File: config.mk
export PLATFORM = sky130hd
export DESIGN_NAME = fwe_top
export DESIGN_NICKNAME = d
export VERILOG_FILES = /design/src/design/fwe_pkg.sv /design/src/design/fwe_top.sv /design/src/design/fwe_apb_decode.sv /design/src/design/fwe_setup_check.sv
export SDC_FILE = /design/constraint.sdc
export NUM_CORES = 1
export LEC_CHECK = 0
export ABC_AREA = 1
export BUFFER_PORTS_ARGS = -buffer_cell sky130_fd_sc_hd__buf_2
export CORE_MARGIN = 5
export CORE_UTILIZATION = 53
export CTS_CLUSTER_SIZE = 25
export DETAILED_ROUTE_END_ITERATION = 8
export HOLD_SLACK_MARGIN = 0.03
export PLACE_DENSITY = 0.8
export SYNTH_ARGS = -nofsm -noshare
export SYNTH_HDL_FRONTEND = slang
export SYNTH_HIERARCHICAL = 1
export SYNTH_SLANG_ARGS = --single-unit
File: constraint.sdc
create_clock -name pclk -period 1.8 [get_ports pclk]
set_input_delay 0.09 -clock pclk [delete_from_list [all_inputs] [get_ports pclk]]
set_output_delay 0.09 -clock pclk [all_outputs]
set_load 0.1 [all_outputs]
File: src/design/fwe_pkg.sv
/*
  Package for the flash write setup and error flag block: register indices,
  field positions, reset values and engine operation codes.
  Assumes a 32-bit APB slave with one register per aligned word.
*/
package fwe_pkg;
  // ==========================================================================
  // Register indices (printed offsets are not all multiples of four)
  // ==========================================================================
  localparam logic [23:0] IDX_DATA_W1_HIGH = 24'h0e_000e;
  localparam logic [23:0] IDX_ADDR_LOW = 24'h0e_0010;
  localparam logic [23:0] IDX_ADDR_HIGH = 24'h0e_0012;
  localparam logic [23:0] IDX_ERROR_FLAGS = 24'h0e_0014;
  localparam logic [23:0] IDX_IRQ_STATUS = 24'h0e_0020;
  localparam logic [23:0] IDX_IRQ_MASK = 24'h0e_0021;
  localparam logic [23:0] IDX_ENGINE_CTRL = 24'h0e_0022;
  localparam logic [23:0] IDX_ENGINE_STAT = 24'h0e_0023;

  // ==========================================================================
  // Reset values and writable masks
  // ==========================================================================
  localparam logic [15:0] RST_DATA_W1_HIGH = 16'hffff;
  localparam logic [15:0] RST_ADDR_LOW = 16'h0000;
  localparam logic [15:0] RST_ADDR_HIGH = 16'h0000;
  localparam logic [15:0] RST_ERROR_FLAGS = 16'h0000;
  localparam logic [15:0] MASK_ADDR_LOW = 16'hfffc;
  localparam logic [15:0] MASK_ADDR_HIGH = 16'h001f;
  localparam logic [15:0] MASK_ERROR_FLAGS = 16'h01cf;

  // ==========================================================================
  // Error flag bit positions and the double-program address alignment bit
  // ==========================================================================
  localparam int BIT_WRITE_PROTECT = 8;
  localparam int BIT_RESUME_ERR = 7;
  localparam int BIT_SEQUENCE_ERR = 6;
  localparam int BIT_ONE_OVER_ZERO = 3;
  localparam int BIT_PROGRAM_ERR = 2;
  localparam int BIT_ERASE_ERR = 1;
  localparam int BIT_WRITE_ERR = 0;
  localparam int BIT_DOUBLE_ALIGN = 2;

  // ==========================================================================
  // Operation kinds issued to the engine
  // ==========================================================================
  typedef enum logic [2:0] {
    FWE_OP_WORD = 3'h0,
    FWE_OP_DOUBLE = 3'h1,
    FWE_OP_PROTECT = 3'h2,
    FWE_OP_ERASE = 3'h3,
    FWE_OP_RESUME = 3'h4
  } fwe_op_e;
endpackage

File: src/design/fwe_top.sv
/*
  Flash write setup and error flag block: operand registers for the program
  engine, the read-clear error register, and an interrupt on new errors.
  Assumes an APB master on pclk and a program/erase engine that reports its
  result with single-cycle event strobes while busy is high.
*/
// Added by the designer: register access over APB.
// Functional notes
// Software loads upper half of second data word before word, double or protect
// Software writes address bits 15:2 to low address register before program
// Software writes address bits 20:16 to high address register before program
// Double program needs address bit 2 clear for eight-byte alignment
// Error register only valid while lock low and all busy bits clear
// Error register contents update when busy clears at operation end
// Write-protect flag bit 8 set on program or erase of protected sector
// Multi-sector erase skips protected sectors and raises write-protect flag
// Bad resume aborts suspended operation and sets resume error bit 7
// Inconsistent setup executes nothing and sets sequence error bit 6
// One-over-zero bit 3 set when program tries raising a cleared bit
// One-over-zero never raised while programming protection bits
// Program error bit 2 set when a cell fails to program
// Erase error bit 1 set when a cell fails to erase, fatal
// Write error bit 0 set on any write error or invalid setup
// Error flags stay set until software clears them
// Reserved address and error bits read zero and ignore writes
`timescale 1ns/1ps
`default_nettype none
module fwe_top (
  input wire logic pclk,
  input wire logic presetn,
  input wire logic pclken,
  input wire logic psel,
  input wire logic penable,
  input wire logic pwrite,
  input wire logic [31:0] paddr,
  input wire logic [31:0] pwdata,
  output logic [31:0] prdata,
  output logic pready,
  output logic pslverr,
  output logic irq,
  // Engine side
  input wire logic eng_busy,
  input wire logic eng_lock,
  input wire logic eng_protected,
  input wire logic eng_one_over_zero,
  input wire logic eng_program_fail,
  input wire logic eng_erase_fail,
  input wire logic eng_resume_fail,
  output logic eng_start,
  output logic [2:0] eng_op,
  output logic [20:0] eng_addr,
  output logic [15:0] eng_data_high
);
  // ==========================================================================
  // Declarations
  // ==========================================================================
  logic [15:0] data_high_ff;
  logic [15:0] addr_low_ff;
  logic [15:0] addr_high_ff;
  logic [15:0] err_ff;
  logic [15:0] pend_ff;
  logic [15:0] irq_stat_ff;
  logic [15:0] irq_mask_ff;
  logic data_loaded_ff;
  logic addr_loaded_ff;
  logic busy_ff;
  logic [2:0] op_ff;
  logic [7:0] sel;
  logic unmapped;
  logic setup_ok;
  logic access;
  logic wr;
  logic rd;
  logic start_req;
  logic busy_fall;
  logic [15:0] ev;
  logic [15:0] nxt_pend;
  logic [15:0] rd_word;

  typedef enum logic [2:0] {
    FWE_IDLE = 3'b001,
    FWE_RUN = 3'b010,
    FWE_DONE = 3'b100
  } fwe_state_e;
  fwe_state_e state_ff;

  assign access = pclken && psel && penable && pready;
  assign wr = access && pwrite;
  assign rd = access && !pwrite;
  assign start_req = wr && sel[6] && pwdata[3];

  fwe_apb_decode u_dec (
    .paddr(paddr),
    .sel(sel),
    .unmapped(unmapped)
  );

  fwe_setup_check u_chk (
    .op(pwdata[2:0]),
    .addr_low(addr_low_ff),
    .data_loaded(data_loaded_ff),
    .addr_loaded(addr_loaded_ff),
    .valid(setup_ok)
  );

  // ==========================================================================
  // APB handshake: no wait state, pready and prdata come from flops
  // ==========================================================================
  always_ff @(posedge pclk or negedge presetn) begin
    if (!presetn) begin
      pready <= 1'b0;
    end else if (pclken) begin
      pready <= psel && !penable;
    end
  end

  // Read mux; error register shows only defined bits
  always_comb begin
    rd_word = 16'h0000;
    if (sel[0]) begin
      rd_word = data_high_ff;
    end else if (sel[1]) begin
      rd_word = addr_low_ff & fwe_pkg::MASK_ADDR_LOW;
    end else if (sel[2]) begin
      rd_word = addr_high_ff & fwe_pkg::MASK_ADDR_HIGH;
    end else if (sel[3]) begin
      rd_word = err_ff & fwe_pkg::MASK_ERROR_FLAGS;
    end else if (sel[4]) begin
      rd_word = irq_stat_ff;
    end else if (sel[5]) begin
      rd_word = irq_mask_ff;
    end else if (sel[6]) begin
      rd_word = {13'h0000, op_ff};
    end else if (sel[7]) begin
      rd_word = {13'h0000, eng_lock, busy_ff, state_ff == FWE_RUN};
    end
  end

  always_ff @(posedge pclk or negedge presetn) begin
    if (!presetn) begin
      prdata <= 32'h0000_0000;
      pslverr <= 1'b0;
    end else if (pclken) begin
      prdata <= {16'h0000, rd_word};
      pslverr <= psel && !penable && unmapped;
    end
  end

  // ==========================================================================
  // Operand registers
  // ==========================================================================
  always_ff @(posedge pclk or negedge presetn) begin
    if (!presetn) begin
      data_high_ff <= fwe_pkg::RST_DATA_W1_HIGH;
      addr_low_ff <= fwe_pkg::RST_ADDR_LOW;
      addr_high_ff <= fwe_pkg::RST_ADDR_HIGH;
    end else if (pclken && wr) begin
      if (sel[0]) begin
        data_high_ff <= pwdata[15:0];
      end
      if (sel[1]) begin
        addr_low_ff <= pwdata[15:0] & fwe_pkg::MASK_ADDR_LOW;
      end
      if (sel[2]) begin
        addr_high_ff <= pwdata[15:0] & fwe_pkg::MASK_ADDR_HIGH;
      end
    end
  end

  // Load tracking; consumed by each started operation so stale operands fail
  always_ff @(posedge pclk or negedge presetn) begin
    if (!presetn) begin
      data_loaded_ff <= 1'b0;
      addr_loaded_ff <= 1'b0;
    end else if (pclken) begin
      if (wr && sel[0]) begin
        data_loaded_ff <= 1'b1;
      end else if (eng_start) begin
        data_loaded_ff <= 1'b0;
      end
      if (wr && (sel[1] || sel[2])) begin
        addr_loaded_ff <= 1'b1;
      end else if (eng_start) begin
        addr_loaded_ff <= 1'b0;
      end
    end
  end

  // ==========================================================================
  // Operation sequencer
  // ==========================================================================
  always_ff @(posedge pclk or negedge presetn) begin
    if (!presetn) begin
      state_ff <= FWE_IDLE;
      eng_start <= 1'b0;
      op_ff <= 3'h0;
      busy_ff <= 1'b0;
    end else if (pclken) begin
      eng_start <= 1'b0;
      busy_ff <= eng_busy;
      case (state_ff)
        FWE_IDLE: begin
          if (start_req && setup_ok && !eng_lock) begin
            op_ff <= pwdata[2:0];
            eng_start <= 1'b1;
            state_ff <= FWE_RUN;
          end
        end
        FWE_RUN: begin
          if (busy_fall) begin
            state_ff <= FWE_DONE;
          end
        end
        FWE_DONE: begin
          state_ff <= FWE_IDLE;
        end
        default: begin
          state_ff <= FWE_IDLE;
        end
      endcase
    end
  end

  assign busy_fall = busy_ff && !eng_busy;

  always_ff @(posedge pclk or negedge presetn) begin
    if (!presetn) begin
      eng_op <= 3'h0;
      eng_addr <= 21'h00_0000;
      eng_data_high <= 16'h0000;
    end else if (pclken) begin
      eng_op <= op_ff;
      eng_addr <= {addr_high_ff[4:0], addr_low_ff};
      eng_data_high <= data_high_ff;
    end
  end

  // ==========================================================================
  // Error events: engine faults pend while busy, posted when busy falls
  // ==========================================================================
  always_comb begin
    nxt_pend = pend_ff;
    if (state_ff == FWE_RUN) begin
      nxt_pend[fwe_pkg::BIT_WRITE_PROTECT] = pend_ff[fwe_pkg::BIT_WRITE_PROTECT] |
                                              eng_protected;
      nxt_pend[fwe_pkg::BIT_RESUME_ERR] = pend_ff[fwe_pkg::BIT_RESUME_ERR] |
                                           eng_resume_fail;
      nxt_pend[fwe_pkg::BIT_ONE_OVER_ZERO] = pend_ff[fwe_pkg::BIT_ONE_OVER_ZERO] |
          (eng_one_over_zero && op_ff != fwe_pkg::FWE_OP_PROTECT);
      nxt_pend[fwe_pkg::BIT_PROGRAM_ERR] = pend_ff[fwe_pkg::BIT_PROGRAM_ERR] |
                                            eng_program_fail;
      nxt_pend[fwe_pkg::BIT_ERASE_ERR] = pend_ff[fwe_pkg::BIT_ERASE_ERR] |
                                          eng_erase_fail;
    end
  end

  always_ff @(posedge pclk or negedge presetn) begin
    if (!presetn) begin
      pend_ff <= 16'h0000;
    end else if (pclken) begin
      pend_ff <= busy_fall ? 16'h0000 : nxt_pend;
    end
  end

  // Events landing this cycle; invalid setup posts at once, nothing runs
  always_comb begin
    ev = 16'h0000;
    if (busy_fall) begin
      ev = nxt_pend;
    end
    if (start_req && !setup_ok) begin
      ev[fwe_pkg::BIT_SEQUENCE_ERR] = 1'b1;
    end
    ev[fwe_pkg::BIT_WRITE_ERR] = |ev;
  end

  // Sticky flags; a read clears only the bits it returned, so an event that
  // lands between the data capture and the access edge is not lost
  always_ff @(posedge pclk or negedge presetn) begin
    if (!presetn) begin
      err_ff <= fwe_pkg::RST_ERROR_FLAGS;
    end else if (pclken) begin
      if (rd && sel[3]) begin
        err_ff <= ((err_ff & ~prdata[15:0]) | ev) & fwe_pkg::MASK_ERROR_FLAGS;
      end else begin
        err_ff <= (err_ff | ev) & fwe_pkg::MASK_ERROR_FLAGS;
      end
    end
  end

  // ==========================================================================
  // Interrupt: same layout as error flags, read-clear status, mask gated
  // ==========================================================================
  always_ff @(posedge pclk or negedge presetn) begin
    if (!presetn) begin
      irq_stat_ff <= 16'h0000;
      irq_mask_ff <= 16'h0000;
      irq <= 1'b0;
    end else if (pclken) begin
      if (rd && sel[4]) begin
        irq_stat_ff <= ((irq_stat_ff & ~prdata[15:0]) | ev) & fwe_pkg::MASK_ERROR_FLAGS;
      end else begin
        irq_stat_ff <= (irq_stat_ff | ev) & fwe_pkg::MASK_ERROR_FLAGS;
      end
      if (wr && sel[5]) begin
        irq_mask_ff <= pwdata[15:0] & fwe_pkg::MASK_ERROR_FLAGS;
      end
      irq <= |(irq_stat_ff & irq_mask_ff);
    end
  end
endmodule
`default_nettype wire

File: src/design/fwe_apb_decode.sv
/*
  APB address decoder: maps a byte address to a one-hot register select.
  Assumes word-aligned accesses; anything else is reported unmapped.
*/
`timescale 1ns/1ps
`default_nettype none
module fwe_apb_decode (
  input wire logic [31:0] paddr,
  output logic [7:0] sel,
  output logic unmapped
);
  // ==========================================================================
  // Index compare, byte address is four times the index
  // ==========================================================================
  function automatic logic hit(input logic [31:0] a, input logic [23:0] idx);
    hit = (a == {6'h00, idx, 2'b00});
  endfunction

  always_comb begin
    sel = 8'h00;
    if (hit(paddr, fwe_pkg::IDX_DATA_W1_HIGH)) begin
      sel = 8'h01;
    end else if (hit(paddr, fwe_pkg::IDX_ADDR_LOW)) begin
      sel = 8'h02;
    end else if (hit(paddr, fwe_pkg::IDX_ADDR_HIGH)) begin
      sel = 8'h04;
    end else if (hit(paddr, fwe_pkg::IDX_ERROR_FLAGS)) begin
      sel = 8'h08;
    end else if (hit(paddr, fwe_pkg::IDX_IRQ_STATUS)) begin
      sel = 8'h10;
    end else if (hit(paddr, fwe_pkg::IDX_IRQ_MASK)) begin
      sel = 8'h20;
    end else if (hit(paddr, fwe_pkg::IDX_ENGINE_CTRL)) begin
      sel = 8'h40;
    end else if (hit(paddr, fwe_pkg::IDX_ENGINE_STAT)) begin
      sel = 8'h80;
    end
    unmapped = (sel == 8'h00);
  end
endmodule
`default_nettype wire

File: src/design/fwe_setup_check.sv
/*
  Setup checker: decides whether the loaded operands form a valid request.
  Assumes the operation kind and operand registers are stable while checked.
*/
`timescale 1ns/1ps
`default_nettype none
module fwe_setup_check (
  input wire logic [2:0] op,
  input wire logic [15:0] addr_low,
  input wire logic data_loaded,
  input wire logic addr_loaded,
  output logic valid
);
  // ==========================================================================
  // Consistency of operands against operation kind
  // ==========================================================================
  always_comb begin
    case (op)
      fwe_pkg::FWE_OP_WORD: valid = data_loaded && addr_loaded;
      fwe_pkg::FWE_OP_DOUBLE: valid = data_loaded && addr_loaded &&
                                      !addr_low[fwe_pkg::BIT_DOUBLE_ALIGN];
      fwe_pkg::FWE_OP_PROTECT: valid = data_loaded;
      fwe_pkg::FWE_OP_ERASE: valid = 1'b1;
      fwe_pkg::FWE_OP_RESUME: valid = 1'b1;
      default: valid = 1'b0;
    endcase
  end
endmodule
`default_nettype wire

==> results of run 1 <==
-- through the flow --
step                      setup WS [ps]  setup TNS (ps)  hold WS (ps)  power, uW  utilization, %
after detailed placement           -140            -958          93.7       4130            62.9
final                               184               0          56.6       7520            70.1
after floorplan                    17.9               0          -206       3870               -
after global routing               25.0               0          68.0       7790            70.1
after CTS                           112               0          52.6       7550            70.1
after global placement             -106            -891          94.1       4110            62.9
-- worst min-delay path, stage by stage --
cell                      delay [ps]
sky130_fd_sc_hd__buf_2           110
sky130_fd_sc_hd__nand2_4          80
sky130_fd_sc_hd__or2_2           110
sky130_fd_sc_hd__nand2_1          50
-- cells in the mapped netlist, types with 3 or more instances --
cell / count
sky130_fd_sc_hd__a21oi_1: 18
sky130_fd_sc_hd__a221oi_1: 5
sky130_fd_sc_hd__buf_2: 5
sky130_fd_sc_hd__buf_4: 21
sky130_fd_sc_hd__clkbuf_1: 14
sky130_fd_sc_hd__dfrtp_1: 111
sky130_fd_sc_hd__dfstp_2: 17
sky130_fd_sc_hd__inv_1: 73
sky130_fd_sc_hd__nand2_1: 233
sky130_fd_sc_hd__nand2_4: 3
sky130_fd_sc_hd__nand3_1: 27
sky130_fd_sc_hd__nor2_1: 59
sky130_fd_sc_hd__nor2_2: 6
sky130_fd_sc_hd__nor2_4: 6
sky130_fd_sc_hd__nor3_1: 4
sky130_fd_sc_hd__o211ai_1: 6
sky130_fd_sc_hd__o21ai_0: 81
sky130_fd_sc_hd__o21ai_1: 5
sky130_fd_sc_hd__o221ai_1: 8
-- area by class of cell --
cell class | count | area [um2]
timing repair buffer | 173 | 1110
clock inverter | 14 | 155
multi-input combinational | 500 | 2320
inverter | 76 | 285
fill | 887 | 3290
sequential | 128 | 3230
clock buffer | 18 | 429
tap | 140 | 175
-- registers in the layout, indices dropped and copies added, names as in the netlist, 5 cells and up --
name	cells
eng_addr	19
prdata	16
addr_high_ff	5
data_high_ff	16
pend_ff	5
addr_low_ff	14
irq_mask_ff	7
irq_stat_ff	7
err_ff	7
eng_data_high	16
-- worst paths after layout --
path                                            startpoint                           to  depth (start not counted)
worst max-delay path                             pwdata[0]      state_ff[2]$_DFFE_PN0P_                         15
worst min-delay path                                  psel           pready$_DFFE_PN0P_                          4
worst max register to register  addr_low_ff[2]$_DFFE_PN0P_      state_ff[2]$_DFFE_PN0P_                         13
worst min register to register    eng_addr[20]$_DFFE_PN0P_     eng_addr[20]$_DFFE_PN0P_                          2
max in group asynchronous                          presetn  data_high_ff[4]$_DFFE_PN1P_                          3
min in group asynchronous                          presetn          busy_ff$_DFFE_PN0P_                          2
-- logic make-up after synthesis --
| kind of cell | after synthesis | synth area share (%) |
|---|---|---|
| AND/OR/NAND/NOR | 350 | 25.0 |
| AO/OA/AOI/OAI | 132 | 12.4 |
| flip-flops | 128 | 53.6 |
| buffers and inverters | 117 | 8.85 |
| other | 1 | 0.0624 |
-- power breakdown --
part           internal (uW)  switching (uW)
Combinational            207             862
Clock                   2060            1350
Sequential              2980            63.9
Total                   5250            2280
-- routing by layer --
layer / global-route usage (%) / part of all wire, % / vias up
met3: 6.01 / 7.1 / 35
met5: 0 / 0 / -
met1: 31.4 / 41 / 2614
li1: - / - / 2629
met2: 41.8 / 50 / 194
met4: 8.12 / 1.7 / 0
-- timing repair --
action                                  in CTS  in global routing
hold endpoints to repair                    77                  0
gates resized for setup                      0                  2
endpoints found under the setup margin       0                  4
hold buffers                                20                  0
==> summary.md, run 1 <==
| Metric | Value |
|---|---|
| Post CTS Setup Buffer Count | `0` |
| Placed cells | `997` |
| Final Wtd Congestion | `0.817` |
| Most common cell after layout, fill and taps aside | `sky130_fd_sc_hd__nand2_1` |
| Clock latency reported for the late side of the worst-skew pair | `420 ps` |
| Arrival time at the worst endpoint | `1910 ps` |
| Average routed wire per standard cell | `~15 um` |
| Area Overhead vs Synth | `28.1%` |
| DRC viols | `0` |
| Number of buffer and inverter stages on the critical path | `4` |
| Worst Tran Pin Value | `about 550 ps` |
| First-pass iteration count of the detailed router | `5` |
| Die footprint | `about 14000 um2` |
| Level count of the clock H-tree | `4` |
| Layout Skew | `between 7 and 8 ps` |
| Share of synthesized area occupied by flip-flops and latches | `53.6%` |
| Slowest CP cell | `sky130_fd_sc_hd__dlygate4sd3_1` |
| Number of enable-type register cells in the synthesized netlist | `0` |
| Register-to-Register Setup Slack | `roughly 190 ps` |
| Synth Register Bits | `128` |
| Filler-free cell count of the finished design | `around 1000` |
| Synth Instances | `728` |
| Worst rel slew slack | `63.0%` |
| Async set-reset flop share out of synthesis | `100%` |
| Cells along the critical path | `dlygate4sd3_1, buf_2, nand2_1, nand3_1, nand2_1, nand2_1, nand2_1, inv_1, nor2_1, nand4_1, buf_4, nand2_1, o211ai_1, nand2_1, o21ai_0` |
| Overall die width | `116 um` |
| Final worst-path cycle share | `approximately 90%` |
| Status | `complete, no violations` |
| Commonest cells after routing, fill and taps aside | `sky130_fd_sc_hd__nand2_1, sky130_fd_sc_hd__buf_2, sky130_fd_sc_hd__dfrtp_1, sky130_fd_sc_hd__o21ai_0, sky130_fd_sc_hd__inv_1` |
| Die Y | `about 120 um` |
| FMAX | `roughly 620 MHz` |
| CTS buffer count | `17` |
| Clk sink count | `128` |
| Number of routed nets with antenna violations | `0` |
| Final nets | `roughly 970` |
| Top_reg_cell synth | `sky130_fd_sc_hd__dfrtp_1` |
| Slew Viols, Final | `0` |
| Clock tree from TritonCTS | `done` |
| Worst endpoint required time | `2090 ps` |
| DP Wirelength | `10800 um` |
| Effective utilization at floorplan | `54.7%` |
| Largest stage delay, worst path | `530 ps` |
| Count of routing violations after the opening detailed-route iteration | `approximately 430` |
| Port-buffer cells | `about 120` |
| Buffer type at the clock tree root | `sky130_fd_sc_hd__clkbuf_16` |
| DR vias | `roughly 5500` |
| Total placed instance area | `6910 um2` |
| Hold violation count in the final report | `0` |
| Path category of the worst min-delay check | `in2reg` |
| Synth top area cells | `sky130_fd_sc_hd__dfrtp_1, sky130_fd_sc_hd__nand2_1, sky130_fd_sc_hd__dfstp_2` |
| Synth top area share | `46.2%` |
| Leakage dissipation | `0.00413 uW` |
| CP dominant cell by count | `sky130_fd_sc_hd__nand2_1` |
| Synthesized area per cell | `around 8.3 um2` |
| Reported max-cap violation count | `0` |
| Number of different library cells in the post-synthesis netlist | `38` |
| CORE AREA | `11000 um2` |
| Total wire length | `15600 um` |
| Maximum number of pins on one net before global-route repair | `52` |
| Initial antenna violation count | `0` |
| Congestion Overflow GR | `0` |
| Number of synthesis warnings | `6` |
| Time the final worst path needs with I/O delays and setup | `1620 ps` |
| Clock-pin slew reported for the worst setup and hold paths after clock tree synthesis | `60 ps` |
| Largest delay contributor family on the critical path | `buffers and inverters` |
| Row count | `38` |
| Kind of start point of the critical path | `input port` |
| Highest net fanout along the worst path | `7` |
| I/O pin count | `around 150` |
| RSZ-0062 raised after global routing | `no` |
| Yosys top cell by area | `sky130_fd_sc_hd__dfrtp_1` |
| Via count of the first global-routing pass | `5534` |
| Vias per cell | `5.22` |
| Area of all placed cells without fillers | `a little under 8000 um2` |
| Category of the most critical setup path | `in2reg` |
| Worst Setup End Kind | `register` |
| Proportion of layout cells with a drive suffix above 1 | `between 20% and 30%` |
| Maximum number of buffers from clock root to sink | `2` |
| Synth Cell Area | `roughly 6000 um2` |
| Number of setup violations in the final report | `0` |
| Worst vdd ir | `0.777 mV` |
| First-pass GRT wire length | `26300 um` |
| Areal power density over the cells | `978 nW/um2` |
| Ant. Diodes | `0` |
| Combined global-route utilization of all metal layers | `between 20 and 25%` |
Power figures use the tool's default switching activity.
==> run 2, diff against run 1 <==
--- a/config.mk
+++ b/config.mk
@@ -5,7 +5,7 @@
 export SDC_FILE = /design/constraint.sdc
 export NUM_CORES = 1
 export LEC_CHECK = 0
-export ABC_AREA = 1
+export ABC_AREA = 0
 export BUFFER_PORTS_ARGS = -buffer_cell sky130_fd_sc_hd__buf_2
 export CORE_MARGIN = 5
 export CORE_UTILIZATION = 53
@@ -13,7 +13,7 @@
 export DETAILED_ROUTE_END_ITERATION = 8
 export HOLD_SLACK_MARGIN = 0.03
 export PLACE_DENSITY = 0.8
+export REMOVE_ABC_BUFFERS = 1
 export SYNTH_ARGS = -nofsm -noshare
 export SYNTH_HDL_FRONTEND = slang
-export SYNTH_HIERARCHICAL = 1
 export SYNTH_SLANG_ARGS = --single-unit
==> summary.md, run 2 <==
| Metric | Value |
|---|---|
| Status | `complete, but fails checks` |
| Violations in the final reports | `setup timing` |
| Worst endpoint required time | `2260 ps` |
| Register-to-Register Setup Slack | `-50 ps` |
| Overall die width | `115 um` |
| Die Y | `115 um` |
| CORE AREA | `10800 um2` |
| Total placed instance area | `between 6000 and 7000 um2` |
| Highest net fanout along the worst path | `17` |
| DR vias | `4698` |
| Worst Setup Slack post-DPL | `-386 ps` |
| Async set-reset flop share out of synthesis | `100%` |
| Synth top area cells | `sky130_fd_sc_hd__dfrtp_1, sky130_fd_sc_hd__mux2_2, sky130_fd_sc_hd__dfstp_2` |
| Critical register-to-register path startpoint | `pready$_DFFE_PN0P_` |
| Level count of the clock H-tree | `4` |
| Share of synthesized area occupied by flip-flops and latches | `55.6%` |
| Via count of the first global-routing pass | `5050` |
| Endpoint of the most critical register-to-register path | `data_high_ff[12]$_DFFE_PN1P_` |
| Synth Cell Area | `5800 um2` |
| Number of different library cells in the post-synthesis netlist | `53` |
| CP Launch Point | `pready$_DFFE_PN0P_` |
| Sw Share | `26.7%` |
| First-pass GRT wire length | `between 20000 and 30000 um` |
| Worst Setup End Kind | `register` |
| Combinational power share | `under 10%` |
| Clk sink count | `128` |
| Worst reg-to-reg path cell count | `7` |
| Maximum number of pins on one net before global-route repair | `between 60 and 70` |
| Area of all placed cells without fillers | `around 7800 um2` |
| Area Overhead vs Synth | `34.3%` |
| Slew Viols, Final | `0` |
| Areal power density over the cells | `943 nW/um2` |
| Setup crit end | `data_high_ff[12]$_DFFE_PN1P_` |
| Number of routed nets with antenna violations | `0` |
| Most common cell after layout, fill and taps aside | `sky130_fd_sc_hd__buf_2` |
| FMAX | `approximately 540 MHz` |
| Arrival time at the worst endpoint | `2310 ps` |
| Initial antenna violation count | `0` |
| Slowest CP cell | `sky130_fd_sc_hd__dfrtp_1` |
| Number of enable-type register cells in the synthesized netlist | `0` |
| Final Wtd Congestion | `0.913` |
| Congestion Overflow GR | `0` |
| Kind of start point of the critical path | `register` |
| Clock-pin slew reported for the worst setup and hold paths after clock tree synthesis | `60 ps` |
| RSZ-0062 raised after global routing | `yes` |
| Number of cells on the critical path | `7` |
| First-pass iteration count of the detailed router | `5` |
| Most repeated cell in the gate-level netlist after synthesis | `sky130_fd_sc_hd__dfrtp_1` |
| CTS buffer count | `17` |
| Die footprint | `13100 um2` |
| Synth Register Bits | `~130` |
| NetSw | `1960 uW` |
| Commonest cells after routing, fill and taps aside | `sky130_fd_sc_hd__buf_2, sky130_fd_sc_hd__dfrtp_1, sky130_fd_sc_hd__mux2_2, sky130_fd_sc_hd__buf_4, sky130_fd_sc_hd__dlygate4sd3_1` |
| Relative contribution of the clock network to total power | `48.5%` |
| Synth Instances | `463` |
| Cells along the critical path | `and4_1, nand2_2, buf_4, buf_4, nor3b_4, buf_12, mux2_2` |
| Worst vdd ir | `0.856 mV` |
| Ant. Diodes | `0` |
| Number of buffer and inverter stages on the critical path | `3` |
| Synthesized area per cell | `roughly 13 um2` |
| Worst rel slew slack | `64.0%` |
| Hold violation count in the final report | `0` |
| Effective utilization at floorplan | `53.7%` |
| Time the final worst path needs with I/O delays and setup | `approximately 1800 ps` |
| CP dominant cell by count | `sky130_fd_sc_hd__buf_4` |
| I/O pin count | `153` |
| Worst Tran Pin Value | `533 ps` |
| Layout Skew | `6.60 ps` |
| Final setup slack of the worst path | `-45.5 ps` |
| Utilization after layout | `72.2%` |
| Clock latency reported for the late side of the worst-skew pair | `540 ps` |
| Top_reg_cell synth | `sky130_fd_sc_hd__dfrtp_1` |
| Port-buffer cells | `between 100 and 150` |
| Final worst-path cycle share | `103%` |
| Clock tree from TritonCTS | `done` |
| Row count | `38` |
| Reported max-cap violation count | `0` |
| Path category of the worst min-delay check | `in2async` |
| Post-Route Hold Slack | `56.5 ps` |
| Flip-flop count of the largest register after layout | `19` |
| Cell internal power dissipation | `5390 uW` |
| Synth top area share | `47.9%` |
| Category of the most critical setup path | `reg2reg` |
| DRC viols | `0` |
| Number of setup violations in the final report | `21` |
| Vias per cell | `5.79` |
| Final nets | `735` |
| Combined global-route utilization of all metal layers | `roughly 26%` |
| Number of synthesis warnings | `0` |
| Total wire length | `between 15000 and 20000 um` |
| Buffer type at the clock tree root | `sky130_fd_sc_hd__clkbuf_8` |
| DP Wirelength | `11200 um` |
| Leakage dissipation | `0.00387 uW` |
| Top cells by count, synth | `sky130_fd_sc_hd__dfrtp_1, sky130_fd_sc_hd__mux2_2, sky130_fd_sc_hd__nand2_1` |
| Yosys top cell by area | `sky130_fd_sc_hd__dfrtp_1` |
| Maximum number of buffers from clock root to sink | `2` |
| Portion of total power attributed to sequential cells | `41.9%` |
| Proportion of layout cells with a drive suffix above 1 | `between 40% and 50%` |
| Largest stage delay, worst path | `between 300 and 400 ps` |
| Average routed wire per standard cell | `19.9 um` |
| Largest delay contributor family on the critical path | `simple AND/OR/NAND/NOR gates` |
| Top reg by flops | `eng_addr` |
| Count of routing violations after the opening detailed-route iteration | `around 300` |
run 2: per-layer routing:
metal  global-route usage, %  routed length, um  vias to the layer above  part of all wire (%)
met1                    32.5               6570                     2352                    41
met5                       0                  0                        -                     0
met2                    42.2               7910                      223                    49
met3                    7.19               1300                       28                   8.1
met4                    10.3                337                        0                   2.1
li1                        -                  -                     2095                     -
run 2: worst min path at each step:
stage,cells after the start,startpoint,end
4_1_cts,2,presetn,eng_op[0]$_DFFE_PN0P_
6_report,2,presetn,eng_op[1]$_DFFE_PN0P_
5_1_grt,2,presetn,eng_op[0]$_DFFE_PN0P_
3_5_place_dp,1,presetn,eng_op[2]$_DFFE_PN0P_
3_3_place_gp,1,presetn,eng_op[0]$_DFFE_PN0P_
2_1_floorplan,0,presetn,addr_high_ff[0]$_DFFE_PN0P_
run 2: what timing repair did:
item	4_1_cts	5_1_grt
setup endpoints to repair	30	35
pin swaps	3	0
setup buffers	1	1
hold buffers	25	0
hold endpoints to repair	174	0
gates resized for setup	3	7
run 2: through the flow:
stage | setup TNS, ps | instances | power (uW)
after floorplan | -36940 | 440 | 3460
after global placement | -13500 | 752 | 3740
after detailed placement | -17000 | 752 | 3760
after CTS | 0 | 810 | 7390
after global routing | -1490 | 811 | 7610
final | -628 | 811 | 7350
run 2: logic make-up after synthesis:
group	count (synthesis)	synth area share (%)
mux	94	18.1
compound gates	91	11.2
flops	128	55.6
other cells	1	0.0647
buf+inv	48	4.53
simple gates	101	10.5
run 2: cell type report:
type / count / area, um2
flip-flops and latches: 128 / 3220
clock inverters: 15 / 198
repair buffers: 199 / 1330
multi-input cells: 304 / 2420
clock buffers: 17 / 414
fillers: 733 / 3010
inverters: 8 / 30.0
well taps: 140 / 175
run 2: worst register-to-register path: stages, from the launching register on:
cell and delay [ps]:
sky130_fd_sc_hd__dfrtp_1 360, sky130_fd_sc_hd__and4_1 280, sky130_fd_sc_hd__nand2_2 90, sky130_fd_sc_hd__buf_4 150, sky130_fd_sc_hd__buf_4 130, sky130_fd_sc_hd__nor3b_4 210, sky130_fd_sc_hd__buf_12 200, sky130_fd_sc_hd__mux2_2 360
run 2: power groups by stage:
stage	sequential (uW)	clock [uW]	combinational, uW
floorplan	3130	0	329
global placement	3110	0	633
detailed placement	3110	0	652
CTS	3070	3610	706
global route	3090	3770	753
finish	3080	3560	706
==> run 3, diff against run 2 <==
--- a/config.mk
+++ b/config.mk
@@ -5,7 +5,7 @@
 export SDC_FILE = /design/constraint.sdc
 export NUM_CORES = 1
 export LEC_CHECK = 0
-export ABC_AREA = 0
+export ABC_AREA = 1
 export BUFFER_PORTS_ARGS = -buffer_cell sky130_fd_sc_hd__buf_2
 export CORE_MARGIN = 5
 export CORE_UTILIZATION = 53
==> constraint.sdc (replaced) <==
create_clock -name pclk -period 2 [get_ports pclk]
set_input_delay 0.1 -clock pclk [delete_from_list [all_inputs] [get_ports pclk]]
set_output_delay 0.1 -clock pclk [all_outputs]
set_load 0.1 [all_outputs]
==> summary.md, run 3 <==
| Metric | Value |
|---|---|
| DRC viols | `0` |
| Slew Viols, Final | `0` |
| Via count of the first global-routing pass | `approximately 5400` |
| Synth Cell Area | `6040 um2` |
| Post-route setup TNS | `0 ps` |
| Maximum number of buffers from clock root to sink | `2` |
| Worst Setup End Kind | `register` |
| Synthesized area per cell | `8.37 um2` |
| Time the final worst path needs with I/O delays and setup | `1650 ps` |
| Synth top area share | `46.0%` |
| Most common cell after layout, fill and taps aside | `sky130_fd_sc_hd__nand2_1` |
| Average routed wire per standard cell | `approximately 16 um` |
| Layout Skew | `7.01 ps` |
| First-pass GRT wire length | `26300 um` |
| Number of buffers inserted by hold repair at cts | `23` |
| Worst reg-to-reg path cell count | `5` |
| Count of routing violations after the opening detailed-route iteration | `376` |
| Arrival time at the worst endpoint | `1960 ps` |
| Port-buffer cells | `118` |
| Number of setup violations in the final report | `0` |
| Worst rel slew slack | `between 60% and 70%` |
| Total placed instance area | `6770 um2` |
| Register-to-Register Setup Slack | `350 ps` |
| Post CTS Setup Buffer Count | `0` |
| Status | `complete, no violations` |
| Startpoint of the lowest-slack hold path | `pwdata[2]` |
| Die Y | `117 um` |
| Category of the most critical setup path | `reg2reg` |
| Congestion Overflow GR | `0` |
| Hold path depth | `3` |
| Number of routed nets with antenna violations | `0` |
| Die footprint | `~14000 um2` |
| Initial antenna violation count | `0` |
| Level count of the clock H-tree | `4` |
| FMAX | `a little over 600 MHz` |
| Flip-flop count of the largest register after layout | `19` |
| I/O pin count | `153` |
| Yosys top cell by area | `sky130_fd_sc_hd__dfrtp_1` |
| Count of instances resized after the clock tree is built | `0` |
| Ant. Diodes | `0` |
| Clock tree from TritonCTS | `done` |
| Number of synthesis warnings | `0` |
| Number of different library cells in the post-synthesis netlist | `40` |
| Vias per cell | `5.27` |
| Leakage dissipation | `~0.0042 uW` |
| Top_reg_cell synth | `sky130_fd_sc_hd__dfrtp_1` |
| Top cells by count, synth | `sky130_fd_sc_hd__nand2_1, sky130_fd_sc_hd__dfrtp_1, sky130_fd_sc_hd__inv_1` |
| DR vias | `approximately 5400` |
| Worst endpoint required time | `2300 ps` |
| Synth Instances | `722` |
| Highest net fanout along the worst path | `7` |
| CORE AREA | `11300 um2` |
| Worst Tran Pin Value | `575 ps` |
| Async set-reset flop share out of synthesis | `100%` |
| Clock latency reported for the late side of the worst-skew pair | `~420 ps` |
| Endpoint of the most critical register-to-register path | `irq_stat_ff[7]$_DFFE_PN0P_` |
| Path category of the worst min-delay check | `in2reg` |
| Area Overhead vs Synth | `27.0%` |
| CTS buffer count | `17` |
| Final nets | `946` |
| Top reg by flops | `eng_addr` |
| Maximum number of pins on one net before global-route repair | `65` |
| Hold violation count in the final report | `0` |
| Row count | `39` |
| Final Wtd Congestion | `0.945` |
| Proportion of layout cells with a drive suffix above 1 | `25.6%` |
| Synth Register Bits | `128` |
| Commonest cells after routing, fill and taps aside | `sky130_fd_sc_hd__nand2_1, sky130_fd_sc_hd__buf_2, sky130_fd_sc_hd__dfrtp_1, sky130_fd_sc_hd__inv_1, sky130_fd_sc_hd__o21ai_1` |
| Synth top area cells | `sky130_fd_sc_hd__dfrtp_1, sky130_fd_sc_hd__nand2_1, sky130_fd_sc_hd__dfstp_2` |
| Kind of start point of the critical path | `register` |
| Overall Power | `6800 uW` |
| Critical register-to-register path startpoint | `pready$_DFFE_PN0P_` |
| Buffer type at the clock tree root | `sky130_fd_sc_hd__clkbuf_16` |
| Hold-critical path endpoint | `addr_low_ff[2]$_DFFE_PN0P_` |
| Clk sink count | `between 100 and 150` |
| Reported max-cap violation count | `0` |
| Total wire length | `15900 um` |
| Final worst-path cycle share | `82.7%` |
| Most repeated cell in the gate-level netlist after synthesis | `sky130_fd_sc_hd__nand2_1` |
| Clock-pin slew reported for the worst setup and hold paths after clock tree synthesis | `60 ps` |
| DP Wirelength | `10600 um` |
| Effective utilization at floorplan | `a little over half` |
| Combined global-route utilization of all metal layers | `roughly a quarter` |
| RSZ-0062 raised after global routing | `no` |
| Worst vdd ir | `0.900 mV` |
| Number of enable-type register cells in the synthesized netlist | `0` |
| First-pass iteration count of the detailed router | `5` |
| Post-Route Hold Slack | `74.2 ps` |
| Share of synthesized area occupied by flip-flops and latches | `53.3%` |
| Overall die width | `between 100 and 150 um` |
| Areal power density over the cells | `~890 nW/um2` |
| Area of all placed cells without fillers | `around 7700 um2` |
[run 3: cell types whose count changed in the layout (fill, tap and decap cells not counted), sizes merged, moves of 7 or more]
cell / delta
mux2i: -8
a21oi: +14
o31ai: -9
nor4: -7
mux2: -86
nor2: +34
o2bb2ai: -7
nand2: +238
o21ai: +63
o221ai: +7
a22oi: -15
buf: -46
nand3: +30
inv: +48
[run 3: critical path, stage by stage, from the launching register on]
cell,delay (ps)
sky130_fd_sc_hd__dfrtp_1,360
sky130_fd_sc_hd__inv_1,60
sky130_fd_sc_hd__nor4_1,370
sky130_fd_sc_hd__nand3_1,350
sky130_fd_sc_hd__o21ai_0,310
sky130_fd_sc_hd__nand2_1,80
[run 3: per-stage QoR]
step,utilization [%],cells,setup WS [ps]
3_5_place_dp,59.8,970,318
3_3_place_gp,59.8,970,338
4_1_cts,67.8,1025,355
2_1_floorplan,-,699,117
6_report,67.8,1025,345
5_1_grt,67.8,1025,235
[run 3: kinds of logic after synthesis]
family                 after synthesis  synth area share, %
AO/OA/AOI/OAI                      116                 10.9
buffers and inverters              101                 7.76
flip-flops                         128                 53.3
AND/OR/NAND/NOR                    376                 28.0
other                                1               0.0620
[run 3: per-layer routing]
| metal | part of all wire, % | vias up | global-route usage [%] |
|---|---|---|---|
| met5 | 0 | - | 0 |
| met4 | 2.7 | 0 | 10.0 |
| met3 | 8.4 | 33 | 7.51 |
| met2 | 48 | 223 | 39.8 |
| met1 | 41 | 2546 | 31.7 |
| li1 | - | 2599 | - |
[run 3: cell type report]
cell class                 instances  area (um2)
tap                              143         179
fill                             880        3650
inverter                          61         229
multi-input combinational        510        2410
sequential                       128        3220
clock buffer                      17         425
timing repair buffer             151         948
clock inverter                    15         254
[run 3: how the worst max path moves through the flow]
stage,from,endpoint,slack (ps),cells past startpoint
2_1_floorplan,pready$_DFFE_PN0P_,irq_stat_ff[0]$_DFFE_PN0P_,120,5
3_3_place_gp,paddr[11],addr_high_ff[1]$_DFFE_PN0P_,340,9
3_5_place_dp,paddr[15],addr_high_ff[1]$_DFFE_PN0P_,320,9
4_1_cts,pready$_DFFE_PN0P_,irq_stat_ff[7]$_DFFE_PN0P_,350,5
5_1_grt,penable,irq_mask_ff[6]$_DFFE_PN0P_,240,9
6_report,pready$_DFFE_PN0P_,irq_stat_ff[7]$_DFFE_PN0P_,350,5
[run 3: report_power, final]
group	switching [uW]	internal, uW	total [uW]
clock	1210	2350	3560
sequential	18.6	2620	2640
combinational	455	141	596
total	1680	5120	6800
